[src/design/pfs_cfg.svh]
`ifndef PFS_CFG_SVH
`define PFS_CFG_SVH

// ---------------------------------------------------------------------------
// Timing
// ---------------------------------------------------------------------------
`define PFS_CLK_HZ 40000000
`define PFS_SHORT_NS 6000
`define PFS_SHORT_CYC ((`PFS_SHORT_NS * (`PFS_CLK_HZ / 1000000)) / 1000)
`define PFS_OT_DELAY_US 2000
`define PFS_OT_DELAY_CYC (`PFS_OT_DELAY_US * (`PFS_CLK_HZ / 1000000))
`define PFS_RETRY_MS 130
`define PFS_RETRY_CYC (`PFS_RETRY_MS * (`PFS_CLK_HZ / 1000))
`define PFS_FILT_W 17
`define PFS_RETRY_W 23

// ---------------------------------------------------------------------------
// Thresholds, in percent of setpoint, degrees Celsius and millivolts
// ---------------------------------------------------------------------------
`define PFS_PCT_FULL 8'h64
`define PFS_UV_BASE_PCT 8'h4B
`define PFS_PG_LO_BASE_PCT 8'h5A
`define PFS_PCT_STEP 8'h05
`define PFS_PG_HI_PCT 8'h6E
`define PFS_OT_OFF_C 10'sh078
`define PFS_OT_ON_C 10'sh06E
`define PFS_WARN_C 10'sh078
`define PFS_WARN_HYST_C 10'sh003
`define PFS_TRACK_MV 16'h00FA

// ---------------------------------------------------------------------------
// Register map, reset values and indices
// ---------------------------------------------------------------------------
`define PFS_ADDR_W 8
`define PFS_OFF_CTRL 8'h00
`define PFS_OFF_THR 8'h04
`define PFS_OFF_VSET 8'h08
`define PFS_OFF_STAT 8'h0C
`define PFS_CTRL_W 5
`define PFS_THR_W 3
`define PFS_STAT_W 6
`define PFS_VSET_W 16
`define PFS_CTRL_RST 5'h01
`define PFS_THR_RST 3'h0
`define PFS_VSET_RST 16'h09C4
`define PFS_NPROT 3
`define PFS_P_UV 0
`define PFS_P_OT 1
`define PFS_P_TRK 2
`define PFS_NFILT 5
`define PFS_F_WARN 3
`define PFS_F_PG 4

`endif

[src/design/pfs_pkg.sv]
package pfs_pkg;

    // Protection state: running, tripped with retry, or locked until reset.
    typedef enum logic [1:0] {
        PFS_RUN = 2'b00,
        PFS_TRIP = 2'b01,
        PFS_LOCK = 2'b10
    } pfs_prot_st_t;

    // Samples from the measurement front end, on pclk.
    typedef struct packed {
        logic [15:0] vout_mv;
        logic [15:0] track_ref_mv;
        logic signed [9:0] temp_c;
        logic ramp_up;
    } pfs_meas_t;

    // Control register: bit 0 output enable, bit 1 tracking enable, bits 4:2 latch.
    typedef struct packed {
        logic [2:0] latch;
        logic track_en;
        logic out_en;
    } pfs_ctrl_t;

    // Threshold register: bits 1:0 undervoltage step, bit 2 power-good step.
    typedef struct packed {
        logic pg_sel;
        logic [1:0] uv_sel;
    } pfs_thr_t;

    // Status register: bits 2:0 faults, 3 warning, 4 power good, 5 turn-off.
    typedef struct packed {
        logic turn_off;
        logic pg;
        logic ot_warn;
        logic [2:0] fault;
    } pfs_stat_t;

endpackage : pfs_pkg

[src/design/pfs_settle.sv]
`timescale 1ns/1ps

// Output follows the input only after the input has differed from it for
// span consecutive cycles, so both edges are delayed by exactly span cycles.
module pfs_settle #(
    parameter int unsigned CW = 17
) (
    input wire logic pclk,
    input wire logic presetn,
    input wire logic in_lvl,
    input wire logic [CW-1:0] span,
    output logic out_lvl
);

    logic [CW-1:0] cnt_r;
    logic [CW-1:0] cnt_nxt;
    logic out_nxt;

    // ------------------------------------------------------------------------
    // Settling counter
    // ------------------------------------------------------------------------
    // A glitch shorter than span restarts the count, which filters noise.
    always_comb begin
        cnt_nxt = '0;
        out_nxt = out_lvl;
        if (in_lvl != out_lvl) begin
            if (cnt_r >= span - CW'(1)) begin
                out_nxt = in_lvl;
            end else begin
                cnt_nxt = cnt_r + CW'(1);
            end
        end
    end

    always_ff @(posedge pclk or negedge presetn) begin
        if (!presetn) begin
            cnt_r <= '0;
            out_lvl <= 1'b0;
        end else begin
            cnt_r <= cnt_nxt;
            out_lvl <= out_nxt;
        end
    end

endmodule : pfs_settle

[src/design/pfs_supervisor.sv]
// Contract
// - Flag undervoltage below 75 to 90 percent of setpoint, 5 percent steps.
// - Undervoltage turn-off follows the crossing by 6 microseconds.
// - Shut down at 120 C rising; restart only after cooling to 110 C.
// - Overtemperature turn-off follows reaching the threshold by 2 milliseconds.
// - When enabled, check tracking error above 250 mV only while ramping up.
// - Always monitor 120 C warning with 3 C hysteresis, shown in status.
// - The warning asserts 6 microseconds after its threshold is exceeded.
// - Power good is high inside the window and low outside it.
// - Window is 90 or 95 percent up to a fixed 110 percent of setpoint.
// - Power good changes 6 microseconds after a window threshold crossing.
//
// Local design decisions: the APB register port and the register offsets.
`timescale 1ns/1ps
`include "pfs_cfg.svh"

module pfs_supervisor #(
    parameter int unsigned OT_DELAY_CYC = `PFS_OT_DELAY_CYC,
    parameter int unsigned RETRY_CYC = `PFS_RETRY_CYC
) (
    input wire logic pclk,
    input wire logic presetn,
    input wire logic psel,
    input wire logic penable,
    input wire logic pwrite,
    input wire logic [7:0] paddr,
    input wire logic [31:0] pwdata,
    output logic [31:0] prdata,
    output logic pready,
    output logic pslverr,
    input wire pfs_pkg::pfs_meas_t meas,
    output logic power_good_out,
    output logic turn_off,
    output logic pwm_enable
);

    // ------------------------------------------------------------------------
    // Helpers
    // ------------------------------------------------------------------------
    function automatic logic pfs_below(input logic [15:0] v, input logic [15:0] s,
                                       input logic [7:0] pct);
        pfs_below = (24'(v) * 24'(`PFS_PCT_FULL)) < (24'(s) * 24'(pct));
    endfunction : pfs_below

    function automatic logic pfs_above(input logic [15:0] v, input logic [15:0] s,
                                       input logic [7:0] pct);
        pfs_above = (24'(v) * 24'(`PFS_PCT_FULL)) > (24'(s) * 24'(pct));
    endfunction : pfs_above

    function automatic logic pfs_mapped(input logic [7:0] a);
        pfs_mapped = (a == `PFS_OFF_CTRL) || (a == `PFS_OFF_THR) ||
                     (a == `PFS_OFF_VSET) || (a == `PFS_OFF_STAT);
    endfunction : pfs_mapped

    pfs_pkg::pfs_ctrl_t ctrl_r, ctrl_nxt;
    pfs_pkg::pfs_thr_t thr_r, thr_nxt;
    logic [15:0] vset_r, vset_nxt;
    logic [31:0] prdata_nxt;
    pfs_pkg::pfs_stat_t stat;
    pfs_pkg::pfs_prot_st_t st_r [`PFS_NPROT];
    pfs_pkg::pfs_prot_st_t st_nxt [`PFS_NPROT];
    logic [`PFS_RETRY_W-1:0] rcnt_r [`PFS_NPROT];
    logic [`PFS_RETRY_W-1:0] rcnt_nxt [`PFS_NPROT];
    logic [`PFS_NFILT-1:0] raw;
    logic [`PFS_NFILT-1:0] settled;
    logic [`PFS_FILT_W-1:0] span [`PFS_NFILT];
    logic [`PFS_NPROT-1:0] release_ok;
    logic warn_lvl_r, warn_lvl_nxt;
    logic turn_off_nxt, pwm_en_nxt;
    logic [7:0] uv_pct, pg_pct;
    logic [15:0] trk_err;
    logic apb_wr;

    // ------------------------------------------------------------------------
    // APB slave
    // ------------------------------------------------------------------------
    // Zero wait states; read data is captured in the setup cycle so that it
    // comes from a flip-flop when the access phase completes.
    assign pready = 1'b1;
    assign pslverr = psel && penable && !pfs_mapped(paddr);
    assign apb_wr = psel && penable && pwrite;

    always_comb begin
        ctrl_nxt = ctrl_r;
        thr_nxt = thr_r;
        vset_nxt = vset_r;
        prdata_nxt = prdata;
        if (apb_wr) begin
            case (paddr)
                `PFS_OFF_CTRL: ctrl_nxt = pfs_pkg::pfs_ctrl_t'(pwdata[`PFS_CTRL_W-1:0]);
                `PFS_OFF_THR: thr_nxt = pfs_pkg::pfs_thr_t'(pwdata[`PFS_THR_W-1:0]);
                `PFS_OFF_VSET: vset_nxt = pwdata[`PFS_VSET_W-1:0];
                default: ;
            endcase
        end
        if (psel && !penable && !pwrite) begin
            case (paddr)
                `PFS_OFF_CTRL: prdata_nxt = 32'(ctrl_r);
                `PFS_OFF_THR: prdata_nxt = 32'(thr_r);
                `PFS_OFF_VSET: prdata_nxt = 32'(vset_r);
                `PFS_OFF_STAT: prdata_nxt = 32'(stat);
                default: prdata_nxt = 32'h0000_0000;
            endcase
        end
    end

    // Tracking protection comes out of reset disabled and non-latching.
    always_ff @(posedge pclk or negedge presetn) begin
        if (!presetn) begin
            ctrl_r <= pfs_pkg::pfs_ctrl_t'(`PFS_CTRL_RST);
            thr_r <= pfs_pkg::pfs_thr_t'(`PFS_THR_RST);
            vset_r <= `PFS_VSET_RST;
            prdata <= 32'h0000_0000;
        end else begin
            ctrl_r <= ctrl_nxt;
            thr_r <= thr_nxt;
            vset_r <= vset_nxt;
            prdata <= prdata_nxt;
        end
    end

    // ------------------------------------------------------------------------
    // Threshold comparators
    // ------------------------------------------------------------------------
    // Undervoltage is only meaningful once the output is up, so it is masked
    // while the stage is off or still ramping.
    assign uv_pct = `PFS_UV_BASE_PCT + 8'(thr_r.uv_sel) * `PFS_PCT_STEP;
    assign pg_pct = `PFS_PG_LO_BASE_PCT + 8'(thr_r.pg_sel) * `PFS_PCT_STEP;
    assign trk_err = (meas.vout_mv > meas.track_ref_mv) ?
                     (meas.vout_mv - meas.track_ref_mv) : (meas.track_ref_mv - meas.vout_mv);

    always_comb begin
        raw[`PFS_P_UV] = pwm_enable && !meas.ramp_up &&
                         pfs_below(meas.vout_mv, vset_r, uv_pct);
        raw[`PFS_P_OT] = meas.temp_c >= `PFS_OT_OFF_C;
        raw[`PFS_P_TRK] = ctrl_r.track_en && meas.ramp_up &&
                          (trk_err > `PFS_TRACK_MV);
        raw[`PFS_F_WARN] = warn_lvl_r;
        raw[`PFS_F_PG] = !pfs_below(meas.vout_mv, vset_r, pg_pct) &&
                         !pfs_above(meas.vout_mv, vset_r, `PFS_PG_HI_PCT);
    end

    // Warning level with hysteresis: set at 120 C, cleared at 117 C and below.
    always_comb begin
        if (warn_lvl_r) begin
            warn_lvl_nxt = meas.temp_c > (`PFS_WARN_C - `PFS_WARN_HYST_C);
        end else begin
            warn_lvl_nxt = meas.temp_c >= `PFS_WARN_C;
        end
    end

    always_ff @(posedge pclk or negedge presetn) begin
        if (!presetn) begin
            warn_lvl_r <= 1'b0;
        end else begin
            warn_lvl_r <= warn_lvl_nxt;
        end
    end

    // ------------------------------------------------------------------------
    // Delay filters
    // ------------------------------------------------------------------------
    // Every comparator is held off by its nominal delay; the overtemperature
    // delay is long so that a brief hot spot does not stop the converter.
    always_comb begin
        for (int i = 0; i < `PFS_NFILT; i++) begin
            span[i] = `PFS_FILT_W'(`PFS_SHORT_CYC);
        end
        span[`PFS_P_OT] = `PFS_FILT_W'(OT_DELAY_CYC);
    end

    for (genvar g = 0; g < `PFS_NFILT; g++) begin : g_settle
        pfs_settle #(
            .CW(`PFS_FILT_W)
        ) u_settle (
            .pclk(pclk),
            .presetn(presetn),
            .in_lvl(raw[g]),
            .span(span[g]),
            .out_lvl(settled[g])
        );
    end

    // ------------------------------------------------------------------------
    // Protection state machines
    // ------------------------------------------------------------------------
    // Retry waits the full period and for the condition to clear; an
    // overtemperature trip also waits the full period, then for the die to cool to 110 C.
    always_comb begin
        release_ok[`PFS_P_UV] = !settled[`PFS_P_UV];
        release_ok[`PFS_P_OT] = meas.temp_c <= `PFS_OT_ON_C;
        release_ok[`PFS_P_TRK] = !settled[`PFS_P_TRK];
    end

    always_comb begin
        for (int i = 0; i < `PFS_NPROT; i++) begin
            st_nxt[i] = st_r[i];
            rcnt_nxt[i] = rcnt_r[i];
            case (st_r[i])
                pfs_pkg::PFS_RUN: begin
                    rcnt_nxt[i] = '0;
                    if (settled[i]) begin
                        st_nxt[i] = ctrl_r.latch[i] ? pfs_pkg::PFS_LOCK
                                                    : pfs_pkg::PFS_TRIP;
                    end
                end
                pfs_pkg::PFS_TRIP: begin
                    if (rcnt_r[i] >= `PFS_RETRY_W'(RETRY_CYC - 1)) begin
                        if (release_ok[i]) begin
                            st_nxt[i] = pfs_pkg::PFS_RUN;
                        end
                    end else begin
                        rcnt_nxt[i] = rcnt_r[i] + `PFS_RETRY_W'(1);
                    end
                end
                pfs_pkg::PFS_LOCK: st_nxt[i] = pfs_pkg::PFS_LOCK;
                default: st_nxt[i] = pfs_pkg::PFS_RUN;
            endcase
        end
    end

    always_ff @(posedge pclk or negedge presetn) begin
        if (!presetn) begin
            for (int i = 0; i < `PFS_NPROT; i++) begin
                st_r[i] <= pfs_pkg::PFS_RUN;
                rcnt_r[i] <= '0;
            end
        end else begin
            st_r <= st_nxt;
            rcnt_r <= rcnt_nxt;
        end
    end

    // ------------------------------------------------------------------------
    // Outputs and status
    // ------------------------------------------------------------------------
    always_comb begin
        stat.turn_off = turn_off;
        stat.pg = power_good_out;
        stat.ot_warn = settled[`PFS_F_WARN];
        for (int i = 0; i < `PFS_NPROT; i++) begin
            stat.fault[i] = st_r[i] != pfs_pkg::PFS_RUN;
        end
        turn_off_nxt = |stat.fault;
        pwm_en_nxt = ctrl_r.out_en && !(|stat.fault);
    end

    always_ff @(posedge pclk or negedge presetn) begin
        if (!presetn) begin
            turn_off <= 1'b0;
            pwm_enable <= 1'b0;
        end else begin
            turn_off <= turn_off_nxt;
            pwm_enable <= pwm_en_nxt;
        end
    end

    assign power_good_out = settled[`PFS_F_PG];

    // ------------------------------------------------------------------------
    // Assertions
    // ------------------------------------------------------------------------
    AST_UV_DELAY: assert property (@(posedge pclk) disable iff (!presetn)
        $rose(settled[`PFS_P_UV]) |-> $past(raw[`PFS_P_UV], 1) &&
                                     $past(raw[`PFS_P_UV], `PFS_SHORT_CYC))
        else $error("Undervoltage fault qualified without the full delay.");

    AST_UV_GATED: assert property (@(posedge pclk) disable iff (!presetn)
        (meas.ramp_up || !pwm_enable) |-> !raw[`PFS_P_UV])
        else $error("Undervoltage checked while off or ramping.");

    AST_OT_HOLD: assert property (@(posedge pclk) disable iff (!presetn)
        (st_r[`PFS_P_OT] != pfs_pkg::PFS_RUN && meas.temp_c > `PFS_OT_ON_C)
        |=> st_r[`PFS_P_OT] != pfs_pkg::PFS_RUN)
        else $error("Overtemperature released above the restart level.");

    AST_OT_CAUSE: assert property (@(posedge pclk) disable iff (!presetn)
        $rose(settled[`PFS_P_OT]) |-> $past(raw[`PFS_P_OT], 1))
        else $error("Overtemperature qualified without a hot sample.");

    AST_TRK_WINDOW: assert property (@(posedge pclk) disable iff (!presetn)
        $rose(settled[`PFS_P_TRK]) |-> $past(meas.ramp_up, 1) &&
                                      $past(ctrl_r.track_en, `PFS_SHORT_CYC))
        else $error("Tracking fault outside an enabled ramp.");

    AST_WARN_DELAY: assert property (@(posedge pclk) disable iff (!presetn)
        $rose(stat.ot_warn) |-> $past(warn_lvl_r, `PFS_SHORT_CYC))
        else $error("Warning raised without the full delay.");

    AST_PG_DELAY: assert property (@(posedge pclk) disable iff (!presetn)
        $changed(power_good_out) |-> $past(raw[`PFS_F_PG], 1) == power_good_out &&
            $past(raw[`PFS_F_PG], `PFS_SHORT_CYC) == power_good_out)
        else $error("Power good changed without a settled window state.");

    // Power good may stay high for the settling delay after leaving the window,
    // so only its rising edge is held against the upper threshold.
    AST_PG_UPPER: assert property (@(posedge pclk) disable iff (!presetn)
        $rose(power_good_out) |-> !$past(pfs_above(meas.vout_mv, vset_r, `PFS_PG_HI_PCT), 1))
        else $error("Power good rose above the upper window.");

    AST_LOCK_STAYS: assert property (@(posedge pclk) disable iff (!presetn)
        (st_r[`PFS_P_UV] == pfs_pkg::PFS_LOCK) |=> (st_r[`PFS_P_UV] == pfs_pkg::PFS_LOCK)
            ##1 (st_r[`PFS_P_UV] == pfs_pkg::PFS_LOCK))
        else $error("Latched undervoltage fault released.");

    AST_STOP_SWITCH: assert property (@(posedge pclk) disable iff (!presetn)
        (|stat.fault) |=> !pwm_enable && turn_off)
        else $error("Switching continued during a fault.");

endmodule : pfs_supervisor

[config.mk]
export PLATFORM = sky130hd
export DESIGN_NAME = pfs_supervisor
export DESIGN_NICKNAME = d
export VERILOG_FILES = /design/src/design/pfs_pkg.sv /design/src/design/pfs_settle.sv /design/src/design/pfs_supervisor.sv
export VERILOG_INCLUDE_DIRS = /design/src /design/src/design
export SDC_FILE = /design/constraint.sdc
export NUM_CORES = 1
export LEC_CHECK = 0
export ABC_CLOCK_PERIOD_IN_PS = 6900
export BUFFER_PORTS_ARGS = -buffer_cell sky130_fd_sc_hd__buf_4
export CORE_UTILIZATION = 35
export DETAILED_ROUTE_END_ITERATION = 8
export PLACE_DENSITY_LB_ADDON = 0.15
export SLEW_MARGIN = 0
export SYNTH_ARGS = -nofsm -noshare
export SYNTH_HDL_FRONTEND = slang
export SYNTH_SLANG_ARGS = --single-unit
[constraint.sdc]
create_clock -name pclk -period 6.9 [get_ports pclk]
set_input_delay 1.38 -clock pclk [delete_from_list [all_inputs] [get_ports pclk]]
set_output_delay 1.38 -clock pclk [all_outputs]
set_load 0.02 [all_outputs]
# Word level (Yosys, flattened, before mapping)
# Cells that the tools add are included.
# totals
output_inout_bits	37
ff_bits	224
word_cells	166
# op_classes
magnitude_cmp	16
multipliers	6
n_eq_ne	26
n_mux	34
add_sub_neg	12
n_reduce_logical	46
# ops
operator	count
$mux W17	10
$pmux W23 S2	3
$add A17 B1 Y17 const B	5
$add A23 B1 Y23 const B	3
$ge A23 B23 Y1 const B	3
$mux W23	3
$ge A17 B8 Y1 const B	4
$pmux W16 S4	1
$lt A23 B24 Y1	2
$mul A16 B8 Y24	2
$sub A16 B16 Y16	2
$mux W2	12
$gt A23 B23 Y1	1
$mul A16 B6 Y22 const B	1
$reduce_and A2 Y1	11
$mul A16 B5 Y21 const B	1
$ne A2 B2 Y1 const B	9
$pmux W2 S3	3
$ge A17 B17 Y1 const B	1
$eq A8 B4 Y1 const B	2
$gt A16 B16 Y1	1
$gt A16 B8 Y1 const B	1
$mux W16	1
$reduce_bool A2 Y1	6
other kinds (20)	52

# Longest topological paths before layout
# Gate-level depths: netlist of run 1.
# logic_depth
depth_word	8
depth_mapped	33

# Cells and area by module
# A second synthesis of run 1 with hierarchy kept.
# unflattened
hier_cells	2905
area_unflattened_um2	25491.9
# modules_own_cells
mod	cells_each	instances	seq_area_each_um2	area_per_inst_um2
pfs_supervisor	2080	1	2960.3	18141.1
pfs_settle	165	5	450.4	1470.2

# Least setup slack after synthesis of run 1
# OpenSTA, ideal clock, no wires.
# synth_timing
path_kind	reg-to-reg
startpoint	register thr_r[0] in the netlist's numbering
endpoint	register g_settle[0].u_settle.cnt_r[2]
slack_ps	-190
path_buffers	3
period_less_slack_ps	7090
path_stages_with_launch	33
t_arrival_ps	6942
path_cell_list	dfrtp_1 > clkbuf_1 > buf_1 > inv_1 > ha_1 > clkbuf_1 > nor2_1 > fa_1 > ha_1 > fa_1 > inv_1 > fa_1 > inv_1 > ha_1 > o21ai_0 > nand2b_1 > a21oi_1 > nor3b_1 > nor2_1 > a2111oi_0 > or4_1 > nand2_1 > ha_1 > a21oi_1 > nor2b_1 > o21ai_0 > nand2b_1 > a2111oi_0 > o21ai_0 > o21ai_0 > a211o_1 > xnor2_1 > nor3_1
# synth_via
elab_chain_cells	7
# synth_rtl
item	line_no	source
start: declaration	pfs_supervisor.sv:56	pfs_pkg::pfs_thr_t thr_r, thr_nxt;
start signal: assignment	pfs_supervisor.sv:111	thr_r <= pfs_pkg::pfs_thr_t'(`PFS_THR_RST);
start signal: assignment	pfs_supervisor.sv:116	thr_r <= thr_nxt;
$mul A2 B3 Y5 (no line)	n/a	
$add A7 B5 Y8 (no line)	n/a	
$mul A16 B8 Y24	pfs_supervisor.sv:42	pfs_below = (24'(v) * 24'(`PFS_PCT_FULL)) < (24'(s) * 24'(pct));
$lt A23 B24 Y1	pfs_supervisor.sv:42	
$logic_and A1 B1 Y1	pfs_supervisor.sv:133	raw[`PFS_P_UV] = pwm_enable && !meas.ramp_up &&
$ne A1 B1 Y1	pfs_settle.sv:26	if (in_lvl != out_lvl) begin
$mux W17	pfs_settle.sv:26	
via g_settle[0].u_settle.cnt_nxt[2]	pfs_settle.sv:16	logic [CW-1:0] cnt_nxt;
end signal: assignment	pfs_settle.sv:40	cnt_r <= cnt_nxt;
end: declaration	pfs_settle.sv:15	logic [CW-1:0] cnt_r;
# The timed path passes the listed nets, and every way through them passes these cells.
# A chain may end at the register's enable or synchronous reset.

# Worst setup path in the final report of run 1
# layout_timing
startpoint	register thr_r[2] in the netlist's numbering
endpoint	register g_settle[4].u_settle.cnt_r[5]
# layout_via
elab_chain_cells	8
# layout_rtl
item	line_no	source
$mul A1 B3 Y4 (no line)	n/a	
$add A7 B4 Y8 (no line)	n/a	
$mul A16 B8 Y24	pfs_supervisor.sv:42	
$lt A23 B24 Y1	pfs_supervisor.sv:42	
$logic_not A1 Y1	pfs_supervisor.sv:139	raw[`PFS_F_PG] = !pfs_below(meas.vout_mv, vset_r, pg_pct) &&
$logic_and A1 B1 Y1	pfs_supervisor.sv:139	
$ne A1 B1 Y1	pfs_settle.sv:26	
$mux W17	pfs_settle.sv:26	
via g_settle[4].u_settle.cnt_nxt[5]	pfs_settle.sv:16	
end signal: assignment	pfs_settle.sv:40	
end: declaration	pfs_settle.sv:15	
# The timed path passes the listed nets, and every way through them passes these cells.

==> results of run 1 <==
[area by class of cell]
type                            instances  area (sq um)  area share [%]
Timing Repair Buffer                  257          1978           7.577
Sequential cell                       208          5215           19.98
Tap cell                              782         978.4           3.748
Multi-Input combinational cell       1778         15500           59.36
Clock buffer                           30         674.4           2.583
Inverter                              401          1513           5.794
Clock inverter                         16         251.5          0.9633
[critical path: cells and delay by family, from the launching register on]
kind                       cells  cell delay (ns)
and+or+nand+nor                6             1.40
adders and majority gates      6             2.15
buffers and inverters          3             0.28
DFF                            1             0.50
xor gates and xnor gates       1             0.19
AOI/OAI and AO/OA              9             2.08
[power by group]
| group | internal, mW | switching (mW) |
|---|---|---|
| logic | 0.574 | 0.728 |
| registers | 1.24 | 0.0196 |
| clock network | 0.927 | 0.542 |
| total | 2.74 | 1.29 |
[cell families after synthesis]
kind of cell | count (synthesis) | share of synthesized area (%)
AOI/OAI and AO/OA | 408 | 12.22
xor gates and xnor gates | 145 | 5.841
adders and majority gates | 460 | 32.10
buffers and inverters | 452 | 8.281
DFF | 208 | 23.98
muxes | 42 | 2.204
other | 2 | 0.03454
and+or+nand+nor | 670 | 15.34
[through the flow]
| stage | power (mW) | cell area (sq um) | std cells | TNS [ns] |
|---|---|---|---|---|
| floorplan | 2.139 | 21940 | 2438 | 0 |
| global placement | 2.497 | 24480 | 3415 | -3.940 |
| detailed placement | 2.536 | 24480 | 3415 | -5.840 |
| CTS | 4.038 | 25520 | 3463 | 0 |
| global route | 4.305 | 26110 | 3472 | -0.5645 |
| finish | 4.032 | 26110 | 3472 | 0 |
[layer usage]
layer	GRT usage, %	vias up	wire (um)
met2	29.38	219	25530
met4	2.178	0	580
li1	-	8518	-
met5	0	-	0
met3	1.926	27	1844
met1	24.70	8276	26630
[timing repair]
| item | CTS | global route |
|---|---|---|
| resized for setup | 20 | 121 |
| endpoints found under the setup margin | 17 | 17 |
| cloned | 0 | 0 |
| buffers inserted | 2 | 10 |
| pin swaps | 6 | 61 |
[placed cells by master (no fill, tap or decap), drive strengths merged, types with 31 or more instances in the layout]
master / count
inv: 403
ha: 297
buf: 256
dfrtp: 202
nor2: 193
fa: 163
nand2: 128
a21oi: 121
o21ai: 90
nand3: 78
xor2: 73
xnor2: 72
a21o: 54
conb: 53
nor3: 46
mux2: 31
and2: 31
clkbuf: 31
[final timing paths]
path / to / slack [ns]
worst max-delay path: g_settle[4].u_settle.cnt_r[5] / 0.20
worst min-delay path: g_settle[4].u_settle.cnt_r[0] / 0.47
worst max register to register: g_settle[4].u_settle.cnt_r[5] / 0.20
worst min register to register: g_settle[4].u_settle.cnt_r[0] / 0.47
max in group asynchronous: rcnt_r[14] / 4.68
min in group asynchronous: rcnt_r[41] / 0.81
[sequential cells by signal, indices dropped and copies added, names as in the netlist]
signal,count
vset_r,16
prdata,16
rcnt_r,69
pwm_enable,1
st_r,6
turn_off,1
thr_r,3
g_settle.u_settle.out_lvl,5
ctrl_r,5
warn_lvl_r,1
g_settle.u_settle.cnt_r,85
[cells in the mapped netlist, types with 9 or more instances]
library cell,n
or2_2,11
o21ai_0,87
nand2b_1,30
or3_1,24
mux2i_1,10
nand3_1,77
xnor2_1,72
nor4_1,16
nor3_1,46
and2_1,31
nand4_1,28
nor2_1,193
clkbuf_1,22
xor2_1,73
mux2_2,30
dfrtp_1,202
a21oi_1,119
a22o_1,11
a31oi_1,17
ha_1,297
o31ai_1,11
buf_4,20
o21a_1,9
o21bai_1,10
inv_1,401
a21o_1,54
nor2b_1,24
and3_1,25
nand2_1,128
fa_1,163
nand3b_1,9
a211o_1,9
==> results.toml, run 1 <==
[status]
status = "finished, final reports clean"

[timing]
worst_pin_slew_ns = 1.129
max_freq_mhz = 149.2
worst_slack_ns = 0.1995
layout_min_cycle_time_ns = 6.700
max_slew_margin_pct = 24.47
setup_viol = 0
fin_crit_sh_pct = 97.11
maxSlewViolCount = 0
whs_ns = 0.4674
fin_worst_skew_ns = 0.04330
rsz0062_at_grt = "true"
final-hold-violation-count = 0

[synthesis]
yosysUniqueCellTypes = 82
syn_area_sq_um = 21740
syn_avg_cell_area_sq_um = 9.108
ys.flop_type = "dfrtp_1"
ys_async_sr_fraction_pct = 100.0
synth_top_area_share_pct = 23.25
synth-edff-count = 0
ys_seq_area_share_pct = 23.98
ys_ff_latch = 208
syn_inst = 2387
synth_area_leader_cell = "dfrtp_1"
yosysWarningCount = 0
synth.area.top_cells = "dfrtp_1, ha_1, fa_1"

[floorplanning]
core_sq_um = 60810
ioPinCount = 125
die_h_um = 251.2
dieArea_sq_um = 63120
core.rowCount = 90
start_util_pct = 35.75
die_x_um = 251.2

[final_layout]
antenna_cells = 0
area_delta_synth_final_pct = 20.08
finalNetCount = 3219
n_fill_cell = 5947
final_core_util_pct = 42.93
drive_gt1_share_pct = 17.58

[power_and_ir_drop]
p_per_area_nw_per_um2 = 154.5
vdd.ir_drop.worst_mv = 0.1608
p_leak_nw = 13.16

[worst_hold_path]
worstHoldPathType = "reg -> reg"
min_from = "g_settle[4].u_settle.cnt_r[0]"
hold_depth = 1

[setup_path]
setup.worst_path.start_class = "flop"
r2r_start = "thr_r[2]"
rr_worst_depth = 25
slowest_stage = "or4_4"
end_kind = "flop"
crit_fanout = 8
critPathMaxStageDelay_ns = 0.53
cp_common_cell = "fa_1"
arrival_ns = 7.15
critPathRequiredTime_ns = 7.35
crit_start = "thr_r[2]"
crit_type = "reg -> reg"

[placed_design]
gp_congestion = 0.8377
io_buffers = 91
detailed_place_hpwl_um = 44890
dp_slack_ns = -0.4421

[grt]
grt_overflow_total = 0
grt_pass1_wl_um = 89600
grt_pass1_vias = 17483
gr-usage-all-layers_pct = 17.47
grt_max_degree = 73
antenna_found_initial = 1

[route]
antenna_left = 0
vias_per_cell = 4.908
wire_per_inst_um = 15.72
vias = 17040
dr.pass1.iters = 6
drc = 0
dr.first_iter.drc_count = 695
wirelength_um = 54590

[clock_tree]
htree_num_levels = 1
cts-hold-fix-buffers = 0
cts_sinks = 208
clockBufferDepth = 3
root_buffer = "clkbuf_16"
cts_tree = "built"
cts-buffers-inserted = 25
clk_pin_slew_ns = 0.06
clock_latency_ns = 0.55

[run]
drv_cap = 0
Note: power is estimated with default switching activity, not from simulation.
==> run 2, diff against run 1 <==
--- a/config.mk
+++ b/config.mk
@@ -8,7 +8,7 @@
 export LEC_CHECK = 0
 export ABC_CLOCK_PERIOD_IN_PS = 6900
 export BUFFER_PORTS_ARGS = -buffer_cell sky130_fd_sc_hd__buf_4
-export CORE_UTILIZATION = 35
+export CORE_UTILIZATION = 30
 export DETAILED_ROUTE_END_ITERATION = 8
 export PLACE_DENSITY_LB_ADDON = 0.15
 export SLEW_MARGIN = 0
==> run 2 against run 1 <==
- count of clock-buffer cells in the layout is 5 higher
- critical path depth stayed put
- worst setup slack better by 0.020 ns
- sequential share of layout area is 0.087 points lower
- global-route usage is 1.9 points lower
- wire length is 4.2% higher
- via count is 0.39% lower
- sequential cell count stayed put
- register-to-register slack better by 0.02 ns
- non-clock buffer count is 3 higher
- final area is 0.48% higher
- utilization is 6.3 points lower
- critical endpoint is now g_settle[4].u_settle.cnt_r[7]
- largest cell class unchanged
==> results.toml, run 2 (synthesis gave the netlist of run 1 again) <==
[floorplanning]
die_x_um = 271.2
core_sq_um = 71610
core.rowCount = 98
ioPinCount = 125
dieArea_sq_um = 73550
die_h_um = 271.2
start_util_pct = 30.36

[timing]
final-hold-violation-count = 0
max_slew_margin_pct = 17.33
max_freq_mhz = 149.7
rsz0062_at_grt = "true"
fin_worst_skew_ns = 0.01833
fin_crit_sh_pct = 96.82
maxSlewViolCount = 0
layout_min_cycle_time_ns = 6.681
worst_pin_slew_ns = 1.239
setup_viol = 0

[clock_tree]
cts_sinks = 208
cts_tree = "built"
clockBufferDepth = 3
root_buffer = "clkbuf_16"
cts-hold-fix-buffers = 0
htree_num_levels = 1
clock_latency_ns = 0.56
clk_pin_slew_ns = 0.06
cts-buffers-inserted = 26

[setup_path]
cp.depth = 25
slowest_stage = "fa_1"
critPathRequiredTime_ns = 7.33
crit_type = "reg -> reg"
crit_fanout = 8
path_buf_inv = 4
setup.worst_path.start_class = "flop"
arrival_ns = 7.11
end_kind = "flop"
critPathMaxStageDelay_ns = 0.55
critPathTopFamily = "adder cells"
rr_worst_depth = 25
ff2ff_setup_slack_ns = 0.22

[final_layout]
top_register = "g_settle.u_settle.cnt_r"
fin_area_sq_um = 26230
area_delta_synth_final_pct = 20.67
layout_common_cells = "inv_1, ha_1, buf_4, dfrtp_1, nor2_1"
largest_register_ffs = 85
final_core_util_pct = 36.64
drive_gt1_share_pct = 17.21
finalNetCount = 3223
antenna_cells = 0
final_common_cell = "inv_1"
top_regs = "g_settle.u_settle.cnt_r: 85 flops, rcnt_r: 69 flops"

[route]
dr.first_iter.drc_count = 783
drc = 0
vias = 16973
wire_per_inst_um = 15.62
wirelength_um = 56860
vias_per_cell = 4.662
antenna_left = 0
dr.pass1.iters = 5

[power_and_ir_drop]
p_leak_nw = 13.23
vdd.ir_drop.worst_mv = 0.1379
p_per_area_nw_per_um2 = 150.3

[grt]
grt_overflow_total = 0
grt_pass1_vias = 17699
gr-usage-all-layers_pct = 15.60
grt_pass1_wl_um = 93210
grt_max_degree = 75
antenna_found_initial = 0

[run]
drv_cap = 0

[worst_hold_path]
worstHoldPathType = "reg -> reg"
hold_depth = 1

[placed_design]
gp_congestion = 0.8624
detailed_place_hpwl_um = 46220
io_buffers = 91
place_area_sq_um = 24700

[status]
status = "finished, final reports clean"
[run 2: final timing paths]
| kind | start | to |
|---|---|---|
| hold / removal | st_r[4] | st_r[5] |
| setup reg to reg | thr_r[2] | g_settle[4].u_settle.cnt_r[7] |
| max in group asynchronous | presetn | rcnt_r[24] |
| min in group asynchronous | presetn | rcnt_r[16] |
| hold reg to reg | st_r[4] | st_r[5] |
| setup / recovery | thr_r[2] | g_settle[4].u_settle.cnt_r[7] |
[run 2: worst register-to-register path, cell delays in order, from the launching register on]
cell and delay (ns):
dfrtp_2 0.48, and2_4 0.18, fa_1 0.36, inv_1 0.08, fa_1 0.42, fa_2 0.47, fa_1 0.55, inv_1 0.04
ha_1 0.23, or4_4 0.55, a21o_1 0.23, a311o_1 0.32, a31oi_2 0.22, nor2b_1 0.08, o21ai_2 0.18, buf_4 0.13
a21oi_1 0.07, xnor2_1 0.14, ha_1 0.31, a211oi_2 0.08, a311o_1 0.32, a311o_1 0.42, o31a_1 0.30, o21ai_1 0.13
buf_4 0.20, nor2_1 0.07
[run 2: layer usage]
layer	wire length, um	GRT usage (%)	part of all wire (%)	vias to the layer above
li1	-	-	-	8514
met1	27960	22.14	49	8218
met2	26080	25.40	46	189
met3	1961	2.079	3.4	52
met4	867	2.927	1.5	0
met5	0	0	0	-
[run 2: what timing repair did]
action,CTS,global route
gates resized for setup,17,119
setup buffers,0,16
setup endpoints to repair,16,18
pin swaps,3,59
[run 2: power breakdown]
part	leakage, nW	switching, mW	internal, mW
Combinational	10.1	0.739	0.589
Clock	0.416	0.549	0.807
Sequential	2.76	0.0152	1.24
Total	13.2	1.30	2.64
[run 2: cell type report]
| cell class | count | area (sq um) |
|---|---|---|
| well taps | 950 | 1189 |
| flip-flops and latches | 208 | 5218 |
| repair buffers | 260 | 2027 |
| fillers | 7363 | 45370 |
| inverters | 401 | 1505 |
| multi-input cells | 1778 | 15460 |
| clock buffers | 35 | 724.4 |
| clock inverters | 9 | 112.6 |
[run 2: metrics by stage]
step / instances / setup slack (ns) / hold slack, ns / power [mW] / TNS (ns)
detailed placement: 3582 / -0.3910 / 0.4545 / 2.558 / -5.097
global route: 3641 / -0.03286 / 0.4688 / 4.252 / -0.2690
global placement: 3582 / -0.3215 / 0.4483 / 2.526 / -4.263
floorplan: 2438 / 0.03020 / 0.4329 / 2.139 / 0
finish: 3641 / 0.2193 / 0.4487 / 3.942 / 0
CTS: 3626 / 0.01731 / 0.4474 / 3.967 / 0
==> run 3, diff against run 2 <==
--- a/config.mk
+++ b/config.mk
@@ -8,6 +8,7 @@
 export LEC_CHECK = 0
 export ABC_CLOCK_PERIOD_IN_PS = 6900
 export BUFFER_PORTS_ARGS = -buffer_cell sky130_fd_sc_hd__buf_4
+export CAP_MARGIN = 30
 export CORE_UTILIZATION = 30
 export DETAILED_ROUTE_END_ITERATION = 8
 export PLACE_DENSITY_LB_ADDON = 0.15
==> constraint.sdc (replaced) <==
create_clock -name pclk -period 6.9 [get_ports pclk]
set_input_delay 1.035 -clock pclk [delete_from_list [all_inputs] [get_ports pclk]]
set_output_delay 1.035 -clock pclk [all_outputs]
set_load 0.02 [all_outputs]
==> run 3 against run 2 <==
- sequential share of layout area up 0.18 points
- utilization down 0.34 points
- via count down 0.23%
- wire length down 1.7%
- global-route usage down 0.32 points
- final area down 0.94%
- register-to-register slack about the same
- largest power group unchanged
- critical path depth up 2
==> results.toml, run 3 (synthesis gave the netlist of run 1 again) <==
[status]
status = "finished, final reports clean"

[clock_tree]
cts-buffers-inserted = 26
clock_latency_ns = 0.54
cts_tree = "built"
cts-hold-fix-buffers = 0
clockBufferDepth = 3
root_buffer = "clkbuf_16"
clk_pin_slew_ns = 0.06
cts_sinks = 208
htree_num_levels = 1

[run]
drv_cap = 0

[timing]
worst_pin_slew_ns = 1.351
final-hold-violation-count = 0
setup_viol = 0
maxSlewViolCount = 0
tns_ns = 0
fin_worst_skew_ns = 0.02272
max_freq_mhz = 149.8
max_slew_margin_pct = 9.070
whs_ns = 0.4662
layout_min_cycle_time_ns = 6.677
fin_crit_sh_pct = 96.78
rsz0062_at_grt = "true"

[floorplanning]
dieArea_sq_um = 73550
die_x_um = 271.2
core_sq_um = 71610
ioPinCount = 125
start_util_pct = 30.36
die_h_um = 271.2
core.rowCount = 98

[placed_design]
io_buffers = 91
dp_cells = 3563
gp_congestion = 0.8487
detailed_place_hpwl_um = 45930

[final_layout]
fin_cells = 3618
drive_gt1_share_pct = 16.42
final_core_util_pct = 36.29
finalNetCount = 3196
antenna_cells = 0
largest_register_ffs = 85
area_delta_synth_final_pct = 19.53
final_common_cell = "inv_1"
layout_common_cells = "inv_1, ha_1, buf_4, dfrtp_1, nor2_1"
top_regs = "g_settle.u_settle.cnt_r: 85 flops, rcnt_r: 69 flops"
top_register = "g_settle.u_settle.cnt_r"

[grt]
antenna_found_initial = 0
grt_max_degree = 144
grt_overflow_total = 0
grt_pass1_wl_um = 91500
grt_pass1_vias = 17546
gr-usage-all-layers_pct = 15.28

[route]
wire_per_inst_um = 15.45
wl_met1_um = 27900
drc = 0
vias_per_cell = 4.680
top_layer_used = "met4"
wl_met3_um = 1674
dr.first_iter.drc_count = 808
vias = 16934
dr.pass1.iters = 5
dr_wl_met2_um = 25160
wirelength_um = 55900
antenna_left = 0

[worst_hold_path]
worstHoldPathType = "reg -> reg"
hold_depth = 1

[setup_path]
rr_worst_depth = 27
crit_type = "reg -> reg"
critPathRequiredTime_ns = 7.33
end_kind = "flop"
setup.worst_path.start_class = "flop"
crit_fanout = 8
arrival_ns = 7.11

[power_and_ir_drop]
p_per_area_nw_per_um2 = 149.2
vdd.ir_drop.worst_mv = 0.1457
p_leak_nw = 13.06
[run 3: cell types whose count changed in the layout (fill, tap and decap cells not counted), sizes merged]
cell | previous run | this run
buf | 259 | 232
bufinv | 2 | 1
clkbuf | 36 | 41
clkinv | 6 | 5
inv | 402 | 403
[run 3: worst max-delay path, cell delays in order (launching register included)]
cell      delay [ns]
dfrtp_2         0.47
buf_12          0.16
nand2_2         0.06
inv_1           0.05
fa_1            0.52
ha_4            0.21
fa_1            0.53
inv_1           0.06
fa_1            0.54
inv_1           0.06
ha_1            0.22
or4_4           0.48
a21o_1          0.21
a311o_1         0.36
a31oi_2         0.22
nor2b_1         0.08
o21ai_2         0.18
nor2b_4         0.17
xor2_1          0.16
ha_2            0.20
a21o_1          0.13
a211oi_2        0.08
a311o_1         0.32
a311o_2         0.42
o31a_1          0.32
o21ai_2         0.12
buf_6           0.16
nor2_2          0.05
[run 3: power by group]
group	internal (mW)	total (mW)	leakage, nW	switching (mW)
clock	0.821	1.35	0.429	0.531
sequential	1.24	1.26	2.76	0.0209
combinational	0.543	1.26	9.87	0.720
total	2.61	3.88	13.1	1.27
[run 3: routing by layer]
metal / vias up / global-route usage, %
met5: - / 0
met4: 0 / 3.356
met3: 57 / 1.875
met2: 197 / 24.52
met1: 8210 / 21.90
li1: 8470 / -
[run 3: layout make-up]
type	instances	area, sq um
clock buffers	40	784.5
fillers	7396	45620
clock inverters	8	78.83
repair buffers	233	1828
well taps	950	1189
multi-input cells	1778	15390
flip-flops and latches	208	5216
inverters	401	1505
[run 3: path summary, 6_finish.rpt]
path | start | end | slack [ns]
setup / recovery | thr_r[2] | g_settle[4].u_settle.cnt_r[7] | 0.22
setup reg to reg | thr_r[2] | g_settle[4].u_settle.cnt_r[7] | 0.22
max in group asynchronous | presetn | vset_r[5] | 5.17
hold reg to reg | g_settle[3].u_settle.cnt_r[0] | g_settle[3].u_settle.cnt_r[0] | 0.47
hold / removal | g_settle[3].u_settle.cnt_r[0] | g_settle[3].u_settle.cnt_r[0] | 0.47
min in group asynchronous | presetn | g_settle[2].u_settle.cnt_r[16] | 0.50
[run 3: timing repair]
action                                  in CTS  in global routing
endpoints found under the setup margin      16                 18
gates resized for setup                     10                118
setup buffers                                1                  6
pin swaps                                    1                 45
[run 3: metrics by stage]
step | setup slack [ns] | area (sq um) | power [mW]
after floorplan | 0.03020 | 21940 | 2.139
after global placement | -0.1979 | 24560 | 2.483
after detailed placement | -0.2461 | 24570 | 2.518
after CTS | 0.008186 | 25470 | 3.915
after global routing | -0.02616 | 25990 | 4.178
final | 0.2225 | 25990 | 3.878
